===== config.mk =====
export PLATFORM = sky130hd
export DESIGN_NAME = pmxcb_bank
export DESIGN_NICKNAME = d
export VERILOG_FILES = /design/src/hdl/pmxcb_pkg.sv /design/src/hdl/pmxcb_bank.sv /design/src/hdl/pmxcb_verdict.sv /design/src/hdl/pmxcb_mode.sv
export SDC_FILE = /design/constraint.sdc
export NUM_CORES = 1
export LEC_CHECK = 0
export BUFFER_PORTS_ARGS = -buffer_cell sky130_fd_sc_hd__buf_2
export CAP_MARGIN = 0
export CORE_MARGIN = 4
export CORE_UTILIZATION = 35
export CTS_CLUSTER_SIZE = 8
export DETAILED_ROUTE_END_ITERATION = 12
export PLACE_DENSITY = 0.67
export SYNTH_ARGS = -nofsm -noshare
export SYNTH_HDL_FRONTEND = slang
export SYNTH_SLANG_ARGS = --single-unit

===== constraint.sdc =====
create_clock -name clk_sys -period 3.45 [get_ports clk_sys]
set_input_delay 0.69 -clock clk_sys [delete_from_list [all_inputs] [get_ports clk_sys]]
set_output_delay 0.69 -clock clk_sys [all_outputs]
set_load 0.02 [all_outputs]

===== src/hdl/pmxcb_pkg.sv =====
// package: register map, field positions, reset values and timing constants
package pmxcb_pkg;
    // register indices as printed; byte address is four times the index
    localparam logic [11:0] IDX_SETUP_A = 12'h0300;
    localparam logic [11:0] IDX_SETUP_B = 12'h0301;
    localparam logic [11:0] IDX_OPT_A = 12'h0400;
    localparam logic [11:0] IDX_OPT_B = 12'h0401;
    localparam logic [13:0] ADDR_SETUP_A = {IDX_SETUP_A, 2'b00};
    localparam logic [13:0] ADDR_SETUP_B = {IDX_SETUP_B, 2'b00};
    localparam logic [13:0] ADDR_OPT_A = {IDX_OPT_A, 2'b00};
    localparam logic [13:0] ADDR_OPT_B = {IDX_OPT_B, 2'b00};
    // setup a fields
    localparam int SA_PORT7_ID = 7;
    localparam int SA_DUPLEX = 6;
    localparam int SA_TX_FC = 5;
    localparam int SA_SPEED_100 = 4;
    localparam int SA_RX_FC = 3;
    // setup b fields
    localparam int SB_NOT_GIG = 6;
    localparam int SB_RX_DLY = 4;
    localparam int SB_TX_DLY = 3;
    localparam int SB_ROLE = 2;
    localparam int SB_ITYPE_HI = 1;
    localparam int SB_ITYPE_LO = 0;
    // options fields
    localparam int OA_STORM = 1;
    localparam int OB_BACKPRESS = 3;
    localparam int OB_PASS_ALL = 0;
    // writable bit masks; cleared bits are fixed read-only values
    localparam logic [7:0] MASK_SETUP_A = 8'h7f;
    localparam logic [7:0] MASK_SETUP_B = 8'hff;
    localparam logic [7:0] MASK_OPT_A = 8'h0b;
    localparam logic [7:0] MASK_OPT_B = 8'hbf;
    // fixed reset values (strap bits are overlaid at reset)
    localparam logic [7:0] RST_SETUP_A = 8'h50;
    localparam logic [7:0] RST_SETUP_B = 8'h08;
    localparam logic [7:0] RST_OPT_A = 8'h00;
    localparam logic [7:0] RST_OPT_B = 8'h00;
    // interface type codes
    localparam logic [1:0] ITYPE_RGMII = 2'h0;
    localparam logic [1:0] ITYPE_RMII = 2'h1;
    // speed codes driven to the mac
    localparam logic [1:0] SPD_10 = 2'h0;
    localparam logic [1:0] SPD_100 = 2'h1;
    localparam logic [1:0] SPD_1000 = 2'h2;
    // clock delay: least delay in ps, and its count of 5 ns cycles rounded up
    localparam int CLK_PERIOD_PS = 5000;
    localparam int CLK_DELAY_MIN_PS = 1500;
    localparam int CLK_DELAY_CYC = (CLK_DELAY_MIN_PS + CLK_PERIOD_PS - 1) / CLK_PERIOD_PS;
endpackage


===== src/hdl/pmxcb_bank.sv =====
// per-port media and switch mac configuration bank with apb slave
//
// The APB register port was left to the implementer.
`timescale 1ns/1ps
// Functional notes
// - duplex bit: one gives full duplex, zero half; resets to one
// - transmit flow control enable bit turns transmit flow control on or off
// - receive flow control enable bit turns receive flow control on or off
// - both flow control enables reset from the flow control strap
// - ten-or-hundred bit ignored at gigabit; one 100, zero 10; resets one
// - gigabit select: zero gives 1000, one defers; port 6 resets from strap
// - ingress delay bit adds at least 1.5 ns on receive clock; resets zero
// - egress delay bit adds at least 1.5 ns on transmit clock; resets one
// - in mii, role one acts as mac taking clocks; zero acts phy driving them
// - in rmii, role one receives 50 MHz reference; zero drives it out
// - type field: 00 rgmii, 01 rmii, 1x mii; port 6 strap, port 7 zero
// - storm protection bit enables broadcast storm protection on ingress
// - back pressure applies only at half duplex; pause governed separately
// - bad frames dropped; pass-all forwards them to mirror ports only
// - pass-all leaves flow control frame filtering to the switch setting
module pmxcb_bank
    import pmxcb_pkg::*;
#(
    parameter int PORT_NUM = 6,
    parameter int ADDR_W = 14
) (
    input wire logic clk_sys,
    input wire logic srst,
    input wire logic psel,
    input wire logic penable,
    input wire logic pwrite,
    input wire logic [ADDR_W-1:0] paddr,
    input wire logic [31:0] pwdata,
    input wire logic [3:0] pstrb,
    output logic [31:0] prdata,
    output logic pready,
    output logic pslverr,
    input wire logic flow_control_strap,
    input wire logic speed_strap,
    input wire logic clock_role_strap,
    input wire logic [1:0] interface_type_strap,
    input wire logic frame_end,
    input wire logic frame_bad,
    input wire logic frame_is_fc,
    input wire logic fc_filter_en,
    output logic duplex_full,
    output logic tx_flow_ctrl_en,
    output logic rx_flow_ctrl_en,
    output logic [1:0] speed_code,
    output logic [1:0] interface_type,
    output logic mii_mac_role,
    output logic mii_drive_clocks,
    output logic rmii_refclk_drive,
    output logic rx_clock_delay_enable,
    output logic tx_clock_delay_enable,
    output logic storm_protect_en,
    output logic backpress_active,
    output logic verdict_valid,
    output logic fwd_normal,
    output logic fwd_mirror_only,
    output logic frame_drop
);
    ////////////////////////////////////////////////////////////////////////////
    // register storage
    logic [7:0] setup_a_r;
    logic [7:0] setup_b_r;
    logic [7:0] opt_a_r;
    logic [7:0] opt_b_r;
    logic [7:0] setup_a_nxt;
    logic [7:0] setup_b_nxt;
    logic [7:0] opt_a_nxt;
    logic [7:0] opt_b_nxt;
    logic [7:0] setup_a_rst;
    logic [7:0] setup_b_rst;
    logic [7:0] rd_byte;
    logic hit_setup_a;
    logic hit_setup_b;
    logic hit_opt_a;
    logic hit_opt_b;
    logic hit_any;
    logic wr_commit;
    logic [ADDR_W-1:0] addr_a;
    logic [ADDR_W-1:0] addr_b;
    logic [ADDR_W-1:0] addr_c;
    logic [ADDR_W-1:0] addr_d;
    logic pready_r;
    logic pslverr_r;
    logic [31:0] prdata_r;
    logic tx_fc_r;
    logic rx_fc_r;
    logic storm_r;

    localparam logic PORT7_ID = (PORT_NUM == 7);

    assign addr_a = ADDR_W'(ADDR_SETUP_A);
    assign addr_b = ADDR_W'(ADDR_SETUP_B);
    assign addr_c = ADDR_W'(ADDR_OPT_A);
    assign addr_d = ADDR_W'(ADDR_OPT_B);

    ////////////////////////////////////////////////////////////////////////////
    // address decode
    always_comb begin
        hit_setup_a = 1'b0;
        hit_setup_b = 1'b0;
        hit_opt_a = 1'b0;
        hit_opt_b = 1'b0;
        if (paddr == addr_a) begin
            hit_setup_a = 1'b1;
        end else if (paddr == addr_b) begin
            hit_setup_b = 1'b1;
        end else if (paddr == addr_c) begin
            hit_opt_a = 1'b1;
        end else if (paddr == addr_d) begin
            hit_opt_b = 1'b1;
        end
    end
    assign hit_any = hit_setup_a | hit_setup_b | hit_opt_a | hit_opt_b;

    // one wait state: the write lands at the edge where pready is seen high
    assign wr_commit = psel && penable && pready_r && pwrite && pstrb[0] && hit_any;

    ////////////////////////////////////////////////////////////////////////////
    // reset values; strap levels are loaded while the synchronous reset holds
    always_comb begin
        setup_a_rst = RST_SETUP_A;
        setup_a_rst[SA_PORT7_ID] = PORT7_ID;
        setup_a_rst[SA_TX_FC] = flow_control_strap;
        setup_a_rst[SA_RX_FC] = flow_control_strap;
        setup_b_rst = RST_SETUP_B;
        if (!PORT7_ID) begin
            setup_b_rst[SB_NOT_GIG] = speed_strap;
            setup_b_rst[SB_ROLE] = clock_role_strap;
            setup_b_rst[SB_ITYPE_HI:SB_ITYPE_LO] = interface_type_strap;
        end
    end

    // masked merge keeps read-only reserved bits at their fixed values
    always_comb begin
        setup_a_nxt = (setup_a_r & ~MASK_SETUP_A) | (pwdata[7:0] & MASK_SETUP_A);
        setup_b_nxt = (setup_b_r & ~MASK_SETUP_B) | (pwdata[7:0] & MASK_SETUP_B);
        opt_a_nxt = (opt_a_r & ~MASK_OPT_A) | (pwdata[7:0] & MASK_OPT_A);
        opt_b_nxt = (opt_b_r & ~MASK_OPT_B) | (pwdata[7:0] & MASK_OPT_B);
    end

    always_ff @(posedge clk_sys) begin
        if (srst) begin
            setup_a_r <= setup_a_rst;
            setup_b_r <= setup_b_rst;
            opt_a_r <= RST_OPT_A;
            opt_b_r <= RST_OPT_B;
        end else if (wr_commit) begin
            if (hit_setup_a) begin
                setup_a_r <= setup_a_nxt;
            end
            if (hit_setup_b) begin
                setup_b_r <= setup_b_nxt;
            end
            if (hit_opt_a) begin
                opt_a_r <= opt_a_nxt;
            end
            if (hit_opt_b) begin
                opt_b_r <= opt_b_nxt;
            end
        end
    end

    ////////////////////////////////////////////////////////////////////////////
    // apb answer
    always_comb begin
        rd_byte = 8'h00;
        if (hit_setup_a) begin
            rd_byte = setup_a_r;
        end else if (hit_setup_b) begin
            rd_byte = setup_b_r;
        end else if (hit_opt_a) begin
            rd_byte = opt_a_r;
        end else if (hit_opt_b) begin
            rd_byte = opt_b_r;
        end
    end

    always_ff @(posedge clk_sys) begin
        if (srst) begin
            pready_r <= 1'b0;
            pslverr_r <= 1'b0;
            prdata_r <= 32'h0000_0000;
        end else if (psel && penable && !pready_r) begin
            pready_r <= 1'b1;
            pslverr_r <= !hit_any;
            prdata_r <= {24'h00_0000, pwrite ? 8'h00 : rd_byte};
        end else begin
            // answer lasts one cycle; a stale pslverr must not leak forward
            pready_r <= 1'b0;
            pslverr_r <= 1'b0;
            prdata_r <= 32'h0000_0000;
        end
    end
    assign pready = pready_r;
    assign pslverr = pslverr_r;
    assign prdata = prdata_r;

    ////////////////////////////////////////////////////////////////////////////
    // flow control and storm enables
    always_ff @(posedge clk_sys) begin
        if (srst) begin
            tx_fc_r <= 1'b0;
            rx_fc_r <= 1'b0;
            storm_r <= 1'b0;
        end else begin
            tx_fc_r <= setup_a_r[SA_TX_FC];
            rx_fc_r <= setup_a_r[SA_RX_FC];
            storm_r <= opt_a_r[OA_STORM];
        end
    end
    assign tx_flow_ctrl_en = tx_fc_r;
    assign rx_flow_ctrl_en = rx_fc_r;
    assign storm_protect_en = storm_r;

    ////////////////////////////////////////////////////////////////////////////
    // submodules
    pmxcb_mode u_mode (
        .clk_sys(clk_sys),
        .srst(srst),
        .setup_a(setup_a_r),
        .setup_b(setup_b_r),
        .opt_b(opt_b_r),
        .speed_code_r(speed_code),
        .duplex_full_r(duplex_full),
        .backpress_active_r(backpress_active),
        .interface_type_r(interface_type),
        .mii_mac_role_r(mii_mac_role),
        .mii_drive_clocks_r(mii_drive_clocks),
        .rmii_refclk_drive_r(rmii_refclk_drive),
        .rx_clock_delay_enable_r(rx_clock_delay_enable),
        .tx_clock_delay_enable_r(tx_clock_delay_enable)
    );

    pmxcb_verdict u_verdict (
        .clk_sys(clk_sys),
        .srst(srst),
        .frame_end(frame_end),
        .frame_bad(frame_bad),
        .frame_is_fc(frame_is_fc),
        .fc_filter_en(fc_filter_en),
        .pass_all(opt_b_r[OB_PASS_ALL]),
        .verdict_valid_r(verdict_valid),
        .fwd_normal_r(fwd_normal),
        .fwd_mirror_only_r(fwd_mirror_only),
        .drop_r(frame_drop)
    );
endmodule


===== src/hdl/pmxcb_verdict.sv =====
// frame verdict: drop, forward, or forward to mirror ports only
`timescale 1ns/1ps
module pmxcb_verdict
    import pmxcb_pkg::*;
(
    input wire logic clk_sys,
    input wire logic srst,
    input wire logic frame_end,
    input wire logic frame_bad,
    input wire logic frame_is_fc,
    input wire logic fc_filter_en,
    input wire logic pass_all,
    output logic verdict_valid_r,
    output logic fwd_normal_r,
    output logic fwd_mirror_only_r,
    output logic drop_r
);
    always_ff @(posedge clk_sys) begin
        if (srst) begin
            verdict_valid_r <= 1'b0;
            fwd_normal_r <= 1'b0;
            fwd_mirror_only_r <= 1'b0;
            drop_r <= 1'b0;
        end else begin
            verdict_valid_r <= frame_end;
            fwd_normal_r <= 1'b0;
            fwd_mirror_only_r <= 1'b0;
            drop_r <= 1'b0;
            if (frame_end) begin
                // flow control filtering is decided before pass-all is looked at
                if (frame_is_fc && fc_filter_en) begin
                    drop_r <= 1'b1;
                end else if (frame_bad) begin
                    fwd_mirror_only_r <= pass_all;
                    drop_r <= !pass_all;
                end else begin
                    fwd_normal_r <= 1'b1;
                end
            end
        end
    end
endmodule


===== src/hdl/pmxcb_mode.sv =====
// media mode decode: speed, duplex, clock roles and clock delay enables
`timescale 1ns/1ps
module pmxcb_mode
    import pmxcb_pkg::*;
(
    input wire logic clk_sys,
    input wire logic srst,
    input wire logic [7:0] setup_a,
    input wire logic [7:0] setup_b,
    input wire logic [7:0] opt_b,
    output logic [1:0] speed_code_r,
    output logic duplex_full_r,
    output logic backpress_active_r,
    output logic [1:0] interface_type_r,
    output logic mii_mac_role_r,
    output logic mii_drive_clocks_r,
    output logic rmii_refclk_drive_r,
    output logic rx_clock_delay_enable_r,
    output logic tx_clock_delay_enable_r
);
    logic is_mii;
    logic is_rmii;
    assign is_rmii = (setup_b[SB_ITYPE_HI:SB_ITYPE_LO] == ITYPE_RMII);
    assign is_mii = setup_b[SB_ITYPE_HI];

    always_ff @(posedge clk_sys) begin
        if (srst) begin
            speed_code_r <= SPD_100;
            duplex_full_r <= 1'b1;
            backpress_active_r <= 1'b0;
            interface_type_r <= ITYPE_RGMII;
            mii_mac_role_r <= 1'b0;
            mii_drive_clocks_r <= 1'b0;
            rmii_refclk_drive_r <= 1'b0;
            rx_clock_delay_enable_r <= 1'b0;
            tx_clock_delay_enable_r <= 1'b0;
        end else begin
            if (!setup_b[SB_NOT_GIG]) begin
                speed_code_r <= SPD_1000;
            end else if (setup_a[SA_SPEED_100]) begin
                speed_code_r <= SPD_100;
            end else begin
                speed_code_r <= SPD_10;
            end
            duplex_full_r <= setup_a[SA_DUPLEX];
            backpress_active_r <= opt_b[OB_BACKPRESS] && !setup_a[SA_DUPLEX];
            interface_type_r <= setup_b[SB_ITYPE_HI:SB_ITYPE_LO];
            mii_mac_role_r <= is_mii && setup_b[SB_ROLE];
            mii_drive_clocks_r <= is_mii && !setup_b[SB_ROLE];
            rmii_refclk_drive_r <= is_rmii && !setup_b[SB_ROLE];
            // enables steer external delay cells of at least the least delay
            rx_clock_delay_enable_r <= setup_b[SB_RX_DLY];
            tx_clock_delay_enable_r <= setup_b[SB_TX_DLY];
        end
    end
endmodule


==> results.sh, run 1 <==
export IMPL_cts_hold_buf=0
export IMPL_layout_nets=356
export IMPL_grt_overflow=0
export IMPL_synth_ff_type="dfxtp_1"
export IMPL_synthArstFlopShare_pct=0
export IMPL_synth_most_common_cell="dfxtp_1"
export IMPL_netlist_top_cells_count="47 x dfxtp_1, 24 x buf_4, 23 x nor2_1, 21 x nand2_1, 17 x mux2i_1"
export IMPL_ctsResizeCount=0
export IMPL_area_delta_synth_final_pct=16.5
export IMPL_regToRegStartpoint="pready$_SDFF_PP0_"
export IMPL_cts_tree="yes"
export IMPL_wirelength_mm=4.87
export IMPL_netlist_top_cells_area="dfxtp_1 42%, buf_4 8.0%, edfxtp_1 8.0%"
export IMPL_seq_power_share_pct=59.1
export IMPL_clock_latency_ns=0.30
export IMPL_grt_pass1_vias=1625
export IMPL_clock_sinks=53
export IMPL_synth_warnings=0
export IMPL_num_vias=1726
export IMPL_core_area_um2=6100
export IMPL_drc_errors=0
export IMPL_fin_crit_ns=2.30
export IMPL_die_x_um=88.2
export IMPL_synth_top_area_share_pct=41.8
export IMPL_cp_arrival_ns=2.32
export IMPL_cts_max_level=2
export IMPL_setup_violations=0
export IMPL_ir_drop_uv=258
export IMPL_synth_avg_cell_area_um2=9.79
export IMPL_crit_path_top_delay_cell="nor4_4"
export IMPL_yosysUniqueCellTypes=36
export IMPL_pwr_share_comb_pct=9.8
export IMPL_worstPathRequired_ns=3.47
export IMPL_cts_buffers=5
export IMPL_antenna_found_initial=0
export IMPL_min_path_type="flop to flop"
export IMPL_drive_gt1_share_pct=28.0
export IMPL_max_stage_delay_ns=0.62
export IMPL_cts_root_buf="clkbuf_8"
export IMPL_routabilityCongestion=0.837
export IMPL_fin_area_um2=2620
export IMPL_crit_path_max_fanout=10
export IMPL_critPathLaunch="paddr[13]"
export IMPL_synth_edf_count=6
export IMPL_skew_ns=0.00861
export IMPL_worstSetupPathType="primary input to flop"
export IMPL_grt_first_pass_wirelength_mm=7.43
export IMPL_cts_buffer_depth=2
export IMPL_postCtsSetupRepairBufs=0
export IMPL_worstHoldStart="setup_a_r[0]$_SDFFE_PP0P_"
export IMPL_cap_violations=0
export IMPL_drtPass1Iterations=4
export IMPL_synth_seq_cells=53
export IMPL_dieArea_um2=7780
export IMPL_yosysSeqAreaShare_pct=49.8
export IMPL_clkTransAtPathRegs_ns=0.09
export IMPL_wl_per_cell_um=13.2
export IMPL_hold_viol=0
export IMPL_synth_top_cell_by_area="dfxtp_1"
export IMPL_die_height_um=88.2
export IMPL_diodes=0
export IMPL_portBuffers=64
export IMPL_ant_nets=0
export IMPL_grtUsageTotal_pct=12.4
export IMPL_finalMaxSlewViolations=0
export IMPL_mappedNetlistArea_um2=2250
export IMPL_end_kind="flop"
export IMPL_critPathBufInv=1
export IMPL_leakagePower_nw=1.08
export IMPL_worstPathCellList="buf_2, nor3_2, nand2_1, nor4_4, or2_2"
export IMPL_num_rows=28
export IMPL_fin_setup_tns_ns=0
export IMPL_status="complete, no violations"
export IMPL_dpl_cell_area_um2=2540
export IMPL_power_share_clock_pct=31.1
export IMPL_hpwl_mm=3.69
export IMPL_drt_iter0_drc=45
export IMPL_finalCritPeriodShare_pct=66.6
export IMPL_viasPerCell=4.69
export IMPL_rsz0062_at_grt="no"
export IMPL_crit_family="simple AND/OR/NAND/NOR gates"
export IMPL_max_clock_freq_ghz=0.435
export IMPL_max_slew_worst_pin_slew_ns=0.686
export IMPL_cp_start_kind="primary input"
export IMPL_grt_max_degree=45
export IMPL_p_sw_share_pct=25.3
export IMPL_pin_count=116
export IMPL_intPower_uw=815
export IMPL_final_util_pct=43.0
export IMPL_syn_inst=230
export IMPL_p_per_area_nw_per_um2=416
export IMPL_power_switching_uw=276
export IMPL_initial_utilization_pct=36.9
export IMPL_slew_limit_headroom_pct=53.9
[through the flow]
| stage | hold WS, ns | power, mW | setup slack, ns | std cells |
|---|---|---|---|---|
| 2_1_floorplan | 0.420 | 0.742 | 1.26 | 253 |
| 3_3_place_gp | 0.443 | 0.764 | 0.841 | 360 |
| 3_5_place_dp | 0.451 | 0.767 | 0.817 | 360 |
| 4_1_cts | 0.464 | 1.10 | 1.15 | 368 |
| 5_1_grt | 0.490 | 1.14 | 1.02 | 368 |
| 6_report | 0.469 | 1.09 | 1.15 | 368 |
[path summary, 6_finish.rpt]
kind	end	slack [ns]	depth (start not counted)
worst max-delay path	setup_b_r[0]$_DFFE_PP_	1.15	5
worst min-delay path	prdata[0]$_SDFF_PP0_	0.47	2
worst max register to register	setup_b_r[0]$_DFFE_PP_	1.56	4
worst min register to register	prdata[0]$_SDFF_PP0_	0.47	2
[cell families (layout without fill, tap and decap cells)]
group,after synthesis,count (layout),share of synthesized area (%)
compound gates,31,31,8.39
buf+inv,36,76,10.3
flops,53,53,49.8
mux,17,17,7.56
other cells,1,24,0.167
simple gates,92,92,23.7
[cell type report]
| type | instances | area (um2) |
|---|---|---|
| fill | 621 | 3470 |
| sequential | 53 | 1120 |
| inverter | 3 | 11.3 |
| tap | 75 | 93.8 |
| clock inverter | 1 | 7.51 |
| timing repair buffer | 65 | 328 |
| clock buffer | 7 | 76.3 |
| multi-input combinational | 164 | 983 |
[cell usage in the layout, fill, tap and decap left out, drive strengths merged, types with 2 or more instances in the layout]
| cell type | synthesis | final |
|---|---|---|
| nor2 | 23 | 23 |
| buf | 25 | 65 |
| nor3 | 5 | 5 |
| nor4 | 6 | 6 |
| or2 | 4 | 4 |
| nand2 | 22 | 22 |
| dfxtp | 47 | 47 |
| nand2b | 2 | 2 |
| a21oi | 12 | 12 |
| o21ai | 7 | 7 |
| nand3b | 2 | 2 |
| a211oi | 4 | 4 |
| clkbuf | 8 | 7 |
| nand3 | 6 | 6 |
| inv | 3 | 3 |
| edfxtp | 6 | 6 |
| o31ai | 3 | 3 |
| a211o | 3 | 3 |
| mux2i | 17 | 17 |
| conb | 1 | 24 |
| nor3b | 2 | 2 |
| nor2b | 13 | 13 |
[power groups by stage]
stage,combinational (mW),clock (mW),sequential (mW)
after floorplan,0.0722,0,0.670
after global placement,0.106,0,0.658
after detailed placement,0.108,0,0.659
after CTS,0.108,0.349,0.645
after global routing,0.117,0.374,0.646
final,0.107,0.339,0.644
[worst min-delay path, cell delays in order, from the launching register on]
cell and delay (ns):
dfxtp_1 0.32, nand2_1 0.05, o31ai_1 0.05
[state kept, by name (all words and copies together), names as in the netlist, 2 cells and up]
signal	count
setup_a_r	7
u_mode.interface_type_r	2
setup_b_r	8
opt_a_r	3
prdata	8
u_mode.speed_code_r	2
opt_b_r	7
[metal layers]
metal	GRT usage, %	vias to the layer above	wire (um)	share of wire [%]
li1	-	861	-	-
met1	15.0	793	2040	42
met2	20.9	64	2380	49
met3	3.76	8	391	8.0
met4	4.26	0	59	1.2
met5	0	-	0	0
(Power assumes the default switching activity.)
==> inputs of run 2 (changes only) <==
Settings changed: ABC_AREA from default to 1.
Clock period 3.45 ns to 2.3 ns, I/O delays scaled along.
==> results.sh, run 2 <==
export IMPL_synth_warnings=0
export IMPL_setup_violations=0
export IMPL_reg2reg_depth=4
export IMPL_status="complete, no violations"
export IMPL_fin_crit_ns=1.62
export IMPL_cp_start_kind="primary input"
export IMPL_cts_root_buf="clkbuf_8"
export IMPL_pin_count=116
export IMPL_netlist_top_cells_count="84 x nand2_1, 51 x nor2_1, 47 x dfxtp_1, 40 x inv_1, 26 x nand3_1"
export IMPL_core_area_um2=6460
export IMPL_max_clock_freq_ghz=0.619
export IMPL_worstPathCellList="buf_2, or2_0, nor2_2, nand3_2, nand2_2"
export IMPL_cts_tree="yes"
export IMPL_power_share_clock_pct=35.2
export IMPL_grt_overflow=0
export IMPL_cts_buffer_depth=2
export IMPL_synthArstFlopShare_pct=0
export IMPL_synth_ff_type="dfxtp_1"
export IMPL_dieArea_um2=8120
export IMPL_diodes=0
export IMPL_initial_utilization_pct=36.5
export IMPL_viasPerCell=4.30
export IMPL_drc_errors=0
export IMPL_cts_max_level=2
export IMPL_ctsResizeCount=0
export IMPL_cts_hold_buf=0
export IMPL_min_path_type="primary input to flop"
export IMPL_cap_violations=0
export IMPL_worstHoldStart="frame_bad"
export IMPL_grtUsageTotal_pct=12.5
export IMPL_mostFrequentLayoutCells="84 x nand2_1, 64 x buf_2, 51 x nor2_1"
export IMPL_routabilityCongestion=0.845
export IMPL_synth_seq_cells=53
export IMPL_final_util_pct=43.1
export IMPL_portBuffers=64
export IMPL_cts_buffers=5
export IMPL_drtPass1Iterations=4
export IMPL_fin_setup_tns_ns=0
export IMPL_drive_gt1_share_pct=22.9
export IMPL_synth_avg_cell_area_um2=7.37
export IMPL_regToRegStartpoint="pready$_SDFF_PP0_"
export IMPL_grt_first_pass_wirelength_mm=8.63
export IMPL_antenna_found_initial=0
export IMPL_ant_nets=0
export IMPL_synth_most_common_cell="nand2_1"
export IMPL_final_common_cell="nand2_1"
export IMPL_die_height_um=90.1
export IMPL_clock_latency_ns=0.30
export IMPL_mappedNetlistArea_um2=2360
export IMPL_netlist_top_cells_area="dfxtp_1 40%, nand2_1 13%, nor2_1 8.1%"
export IMPL_yosysSeqAreaShare_pct=47.5
export IMPL_syn_inst=320
export IMPL_grt_max_degree=18
export IMPL_crit_path_top_delay_cell="nor2_2"
export IMPL_layout_nets=451
export IMPL_area_delta_synth_final_pct=17.9
export IMPL_leakagePower_nw=1.54
export IMPL_r2r_end="setup_b_r[6]$_DFFE_PP_"
export IMPL_synth_edf_count=6
export IMPL_synth_top_area_share_pct=39.9
export IMPL_power_switching_uw=412
export IMPL_die_x_um=90.1
export IMPL_yosysUniqueCellTypes=25
export IMPL_grt_pass1_vias=1871
export IMPL_cp_arrival_ns=1.62
export IMPL_hpwl_mm=4.06
export IMPL_intPower_mw=1.32
export IMPL_finalCritPeriodShare_pct=70.3
export IMPL_num_vias=2001
export IMPL_rsz0062_at_grt="no"
export IMPL_clock_sinks=53
export IMPL_end_kind="flop"
export IMPL_num_rows=29
export IMPL_dpl_cell_area_um2=2670
export IMPL_max_stage_delay_ns=0.33
export IMPL_fin_area_um2=2780
export IMPL_hold_viol=0
export IMPL_wirelength_mm=5.14
export IMPL_synth_top_cell_by_area="dfxtp_1"
export IMPL_finalMaxSlewViolations=0
export IMPL_critPathLaunch="paddr[12]"
export IMPL_wl_per_cell_um=11.0
export IMPL_p_sw_share_pct=23.7
export IMPL_worstSetupPathType="primary input to flop"
export IMPL_r2r_slack_ns=0.87
export IMPL_ir_drop_uv=318
export IMPL_drt_iter0_drc=113
export IMPL_pwr_share_comb_pct=9.2
export IMPL_postCtsSetupRepairBufs=0
export IMPL_worstSetupEndpoint="setup_b_r[6]$_DFFE_PP_"
export IMPL_crit_path_max_fanout=10
export IMPL_worstPathRequired_ns=2.31
export IMPL_clkTransAtPathRegs_ns=0.09
export IMPL_skew_ns=0.00455
export IMPL_seq_power_share_pct=55.6
export IMPL_p_per_area_nw_per_um2=624
-- run 2: changes by cell type after synthesis, moves of 5 or more --
cell,delta
nor2_1,+28
inv_1,+37
a21oi_1,-6
nor2b_1,-13
nand2_1,+63
mux2i_1,-17
nand3_1,+20
clkbuf_1,-5
-- run 2: final cells by class --
type                    count  area [um2]
clock inverters             3        41.3
repair buffers             69         358
flip-flops and latches     53        1120
clock buffers               5        68.8
fillers                   675        3680
inverters                  41         154
multi-input cells         217         942
well taps                  77        96.3
-- run 2: power groups by stage --
stage               logic, mW  registers (mW)  clock network (mW)
floorplan               0.111            1.01                   0
global placement        0.157           0.987                   0
detailed placement      0.159           0.987                   0
CTS                     0.159           0.966               0.631
global route            0.176           0.969               0.662
finish                  0.159           0.965               0.612
-- run 2: critical path: cells and delay by family --
| family | cells | cell delay, ns |
|---|---|---|
| buffers and inverters | 1 | 0.10 |
| and+or+nand+nor | 4 | 1.05 |
-- run 2: cells by family after synthesis --
| family | after synthesis | synth area share [%] |
|---|---|---|
| compound gates | 15 | 3.29 |
| buf+inv | 73 | 16.2 |
| flops | 53 | 47.5 |
| other cells | 1 | 0.159 |
| simple gates | 178 | 32.8 |
-- run 2: per-layer routing --
layer	GRT usage (%)	wire length [um]
met5	0	0
met4	3.95	72
met3	3.67	417
met2	21.2	2460
met1	15.2	2190
-- run 2: how the worst min path moves through the flow --
stage | endpoint | slack, ns | depth (start not counted)
2_1_floorplan | u_mode.tx_clock_delay_enable_r$_SDFF_PP0_ | 0.42 | 2
3_3_place_gp | u_mode.tx_clock_delay_enable_r$_SDFF_PP0_ | 0.43 | 2
3_5_place_dp | u_mode.speed_code_r[1]$_SDFF_PP0_ | 0.44 | 1
4_1_cts | u_verdict.fwd_normal_r$_SDFF_PP0_ | 0.33 | 2
5_1_grt | u_verdict.fwd_normal_r$_SDFF_PP0_ | 0.33 | 2
6_report | u_verdict.fwd_normal_r$_SDFF_PP0_ | 0.33 | 2
-- run 2: metrics by stage --
| step | hold slack [ns] | power [mW] | instances | setup slack, ns |
|---|---|---|---|---|
| 2_1_floorplan | 0.417 | 1.12 | 343 | 0.738 |
| 3_3_place_gp | 0.431 | 1.14 | 457 | 0.360 |
| 3_5_place_dp | 0.441 | 1.15 | 457 | 0.359 |
| 4_1_cts | 0.328 | 1.76 | 465 | 0.687 |
| 5_1_grt | 0.333 | 1.81 | 465 | 0.566 |
| 6_report | 0.335 | 1.74 | 465 | 0.684 |
==> inputs of run 3 (changes only) <==
Settings changed: PLACE_DENSITY 0.67 to 0.69.
Clock period 2.3 ns to 1.45 ns, I/O delays scaled along.
==> results.sh, run 3 (synthesized netlist as in run 2, its figures left out) <==
export IMPL_status="complete, no violations"
export IMPL_worstPathCellList="nand3_1, nor2_4, nand3_2, nand2_1"
export IMPL_routabilityCongestion=0.825
export IMPL_antenna_found_initial=0
export IMPL_hold_viol=0
export IMPL_cts_buffers=5
export IMPL_intPower_mw=1.94
export IMPL_cts_root_buf="clkbuf_8"
export IMPL_max_clock_freq_ghz=0.735
export IMPL_max_stage_delay_ns=0.36
export IMPL_crit_family="simple AND/OR/NAND/NOR gates"
export IMPL_cts_buffer_depth=2
export IMPL_dp_slack_ns=-0.184
export IMPL_layout_nets=463
export IMPL_finalNonFillerCells=477
export IMPL_initial_utilization_pct=36.5
export IMPL_power_share_clock_pct=31.0
export IMPL_finalWorstSetupSlack_ns=0.0899
export IMPL_drtPass1Iterations=4
export IMPL_cp_start_kind="flop"
export IMPL_leakagePower_nw=1.58
export IMPL_ir_drop_uv=357
export IMPL_area_delta_synth_final_pct=21.1
export IMPL_fin_crit_ns=1.36
export IMPL_cap_violations=0
export IMPL_min_path_type="primary input to flop"
export IMPL_worstSetupPathType="flop to flop"
export IMPL_crit_path_top_delay_cell="dfxtp_1"
export IMPL_mostFrequentLayoutCells="84 x nand2_1, 64 x buf_2, 51 x nor2_1"
export IMPL_end_kind="flop"
export IMPL_worstPathRequired_ns=1.44
export IMPL_clkTransAtPathRegs_ns=0.09
export IMPL_diodes=0
export IMPL_pin_count=116
export IMPL_p_sw_share_pct=25.2
export IMPL_hpwl_mm=4.11
export IMPL_finalMaxSlewViolations=0
export IMPL_cts_max_level=2
export IMPL_clock_sinks=53
export IMPL_grt_pass1_vias=1926
export IMPL_cts_hold_buf=0
export IMPL_seq_power_share_pct=59.0
export IMPL_die_height_um=90.1
export IMPL_critPathBufInv=0
export IMPL_crit_path_max_fanout=5
export IMPL_postCtsSetupRepairBufs=0
export IMPL_fill_cells=648
export IMPL_drc_errors=0
export IMPL_num_rows=29
export IMPL_num_vias=2035
export IMPL_p_per_area_nw_per_um2=909
export IMPL_finalCritPeriodShare_pct=93.8
export IMPL_dieArea_um2=8120
export IMPL_die_x_um=90.1
export IMPL_dp_cells=469
export IMPL_viasPerCell=4.27
export IMPL_portBuffers=64
export IMPL_power_switching_uw=655
export IMPL_cts_tree="yes"
export IMPL_clock_latency_ns=0.30
export IMPL_wl_per_cell_um=11.0
export IMPL_grtUsageTotal_pct=12.9
export IMPL_drive_gt1_share_pct=25.0
export IMPL_grt_overflow=0
export IMPL_setup_violations=0
export IMPL_skew_ns=0.00746
export IMPL_pwr_share_comb_pct=10.1
export IMPL_wirelength_mm=5.23
export IMPL_cp_arrival_ns=1.35
export IMPL_grt_first_pass_wirelength_mm=8.63
export IMPL_grt_max_degree=22
export IMPL_core_area_um2=6460
export IMPL_drt_iter0_drc=113
export IMPL_ant_nets=0
export IMPL_ctsResizeCount=0
export IMPL_final_common_cell="nand2_1"
-- run 3: path summary, 6_finish.rpt --
check,end,slack [ns],depth (start not counted),startpoint
hold / removal,u_verdict.fwd_normal_r$_SDFF_PP0_,0.16,2,frame_bad
hold reg to reg,u_mode.tx_clock_delay_enable_r$_SDFF_PP0_,0.45,2,setup_b_r[3]$_SDFFE_PP1P_
setup / recovery,setup_a_r[5]$_DFFE_PP_,0.09,4,pready$_SDFF_PP0_
setup reg to reg,setup_a_r[5]$_DFFE_PP_,0.09,4,pready$_SDFF_PP0_
-- run 3: through the flow --
stage	util [%]	hold WS (ns)	area (um2)	total power [mW]	setup TNS (ns)
finish	44.2	0.161	2860	2.60	0
global route	44.2	0.165	2860	2.70	-0.0282
CTS	44.1	0.156	2850	2.61	0
detailed placement	42.8	0.443	2760	1.83	-2.49
global placement	42.8	0.439	2760	1.82	-1.99
floorplan	-	0.362	2450	1.77	0
-- run 3: layout make-up --
class | count | area (um2) | area share [%]
flip-flops and latches | 53 | 1120 | 39.2
multi-input cells | 217 | 955 | 33.4
repair buffers | 81 | 448 | 15.7
inverters | 41 | 154 | 5.39
well taps | 77 | 96.3 | 3.37
clock buffers | 7 | 76.3 | 2.67
clock inverters | 1 | 7.51 | 0.263
-- run 3: per-layer routing --
metal	vias up	GRT usage [%]	share of wire, %
met2	61	22.8	49
met1	888	14.9	43
li1	1078	-	-
met3	8	2.67	6.4
met5	-	0	0
met4	0	5.61	1.6
-- run 3: power by group through the flow --
stage / clock network, mW / registers (mW) / logic (mW)
2_1_floorplan: 0 / 1.59 / 0.176
3_3_place_gp: 0 / 1.57 / 0.257
3_5_place_dp: 0 / 1.57 / 0.260
4_1_cts: 0.821 / 1.53 / 0.260
5_1_grt: 0.870 / 1.54 / 0.289
6_report: 0.804 / 1.53 / 0.261
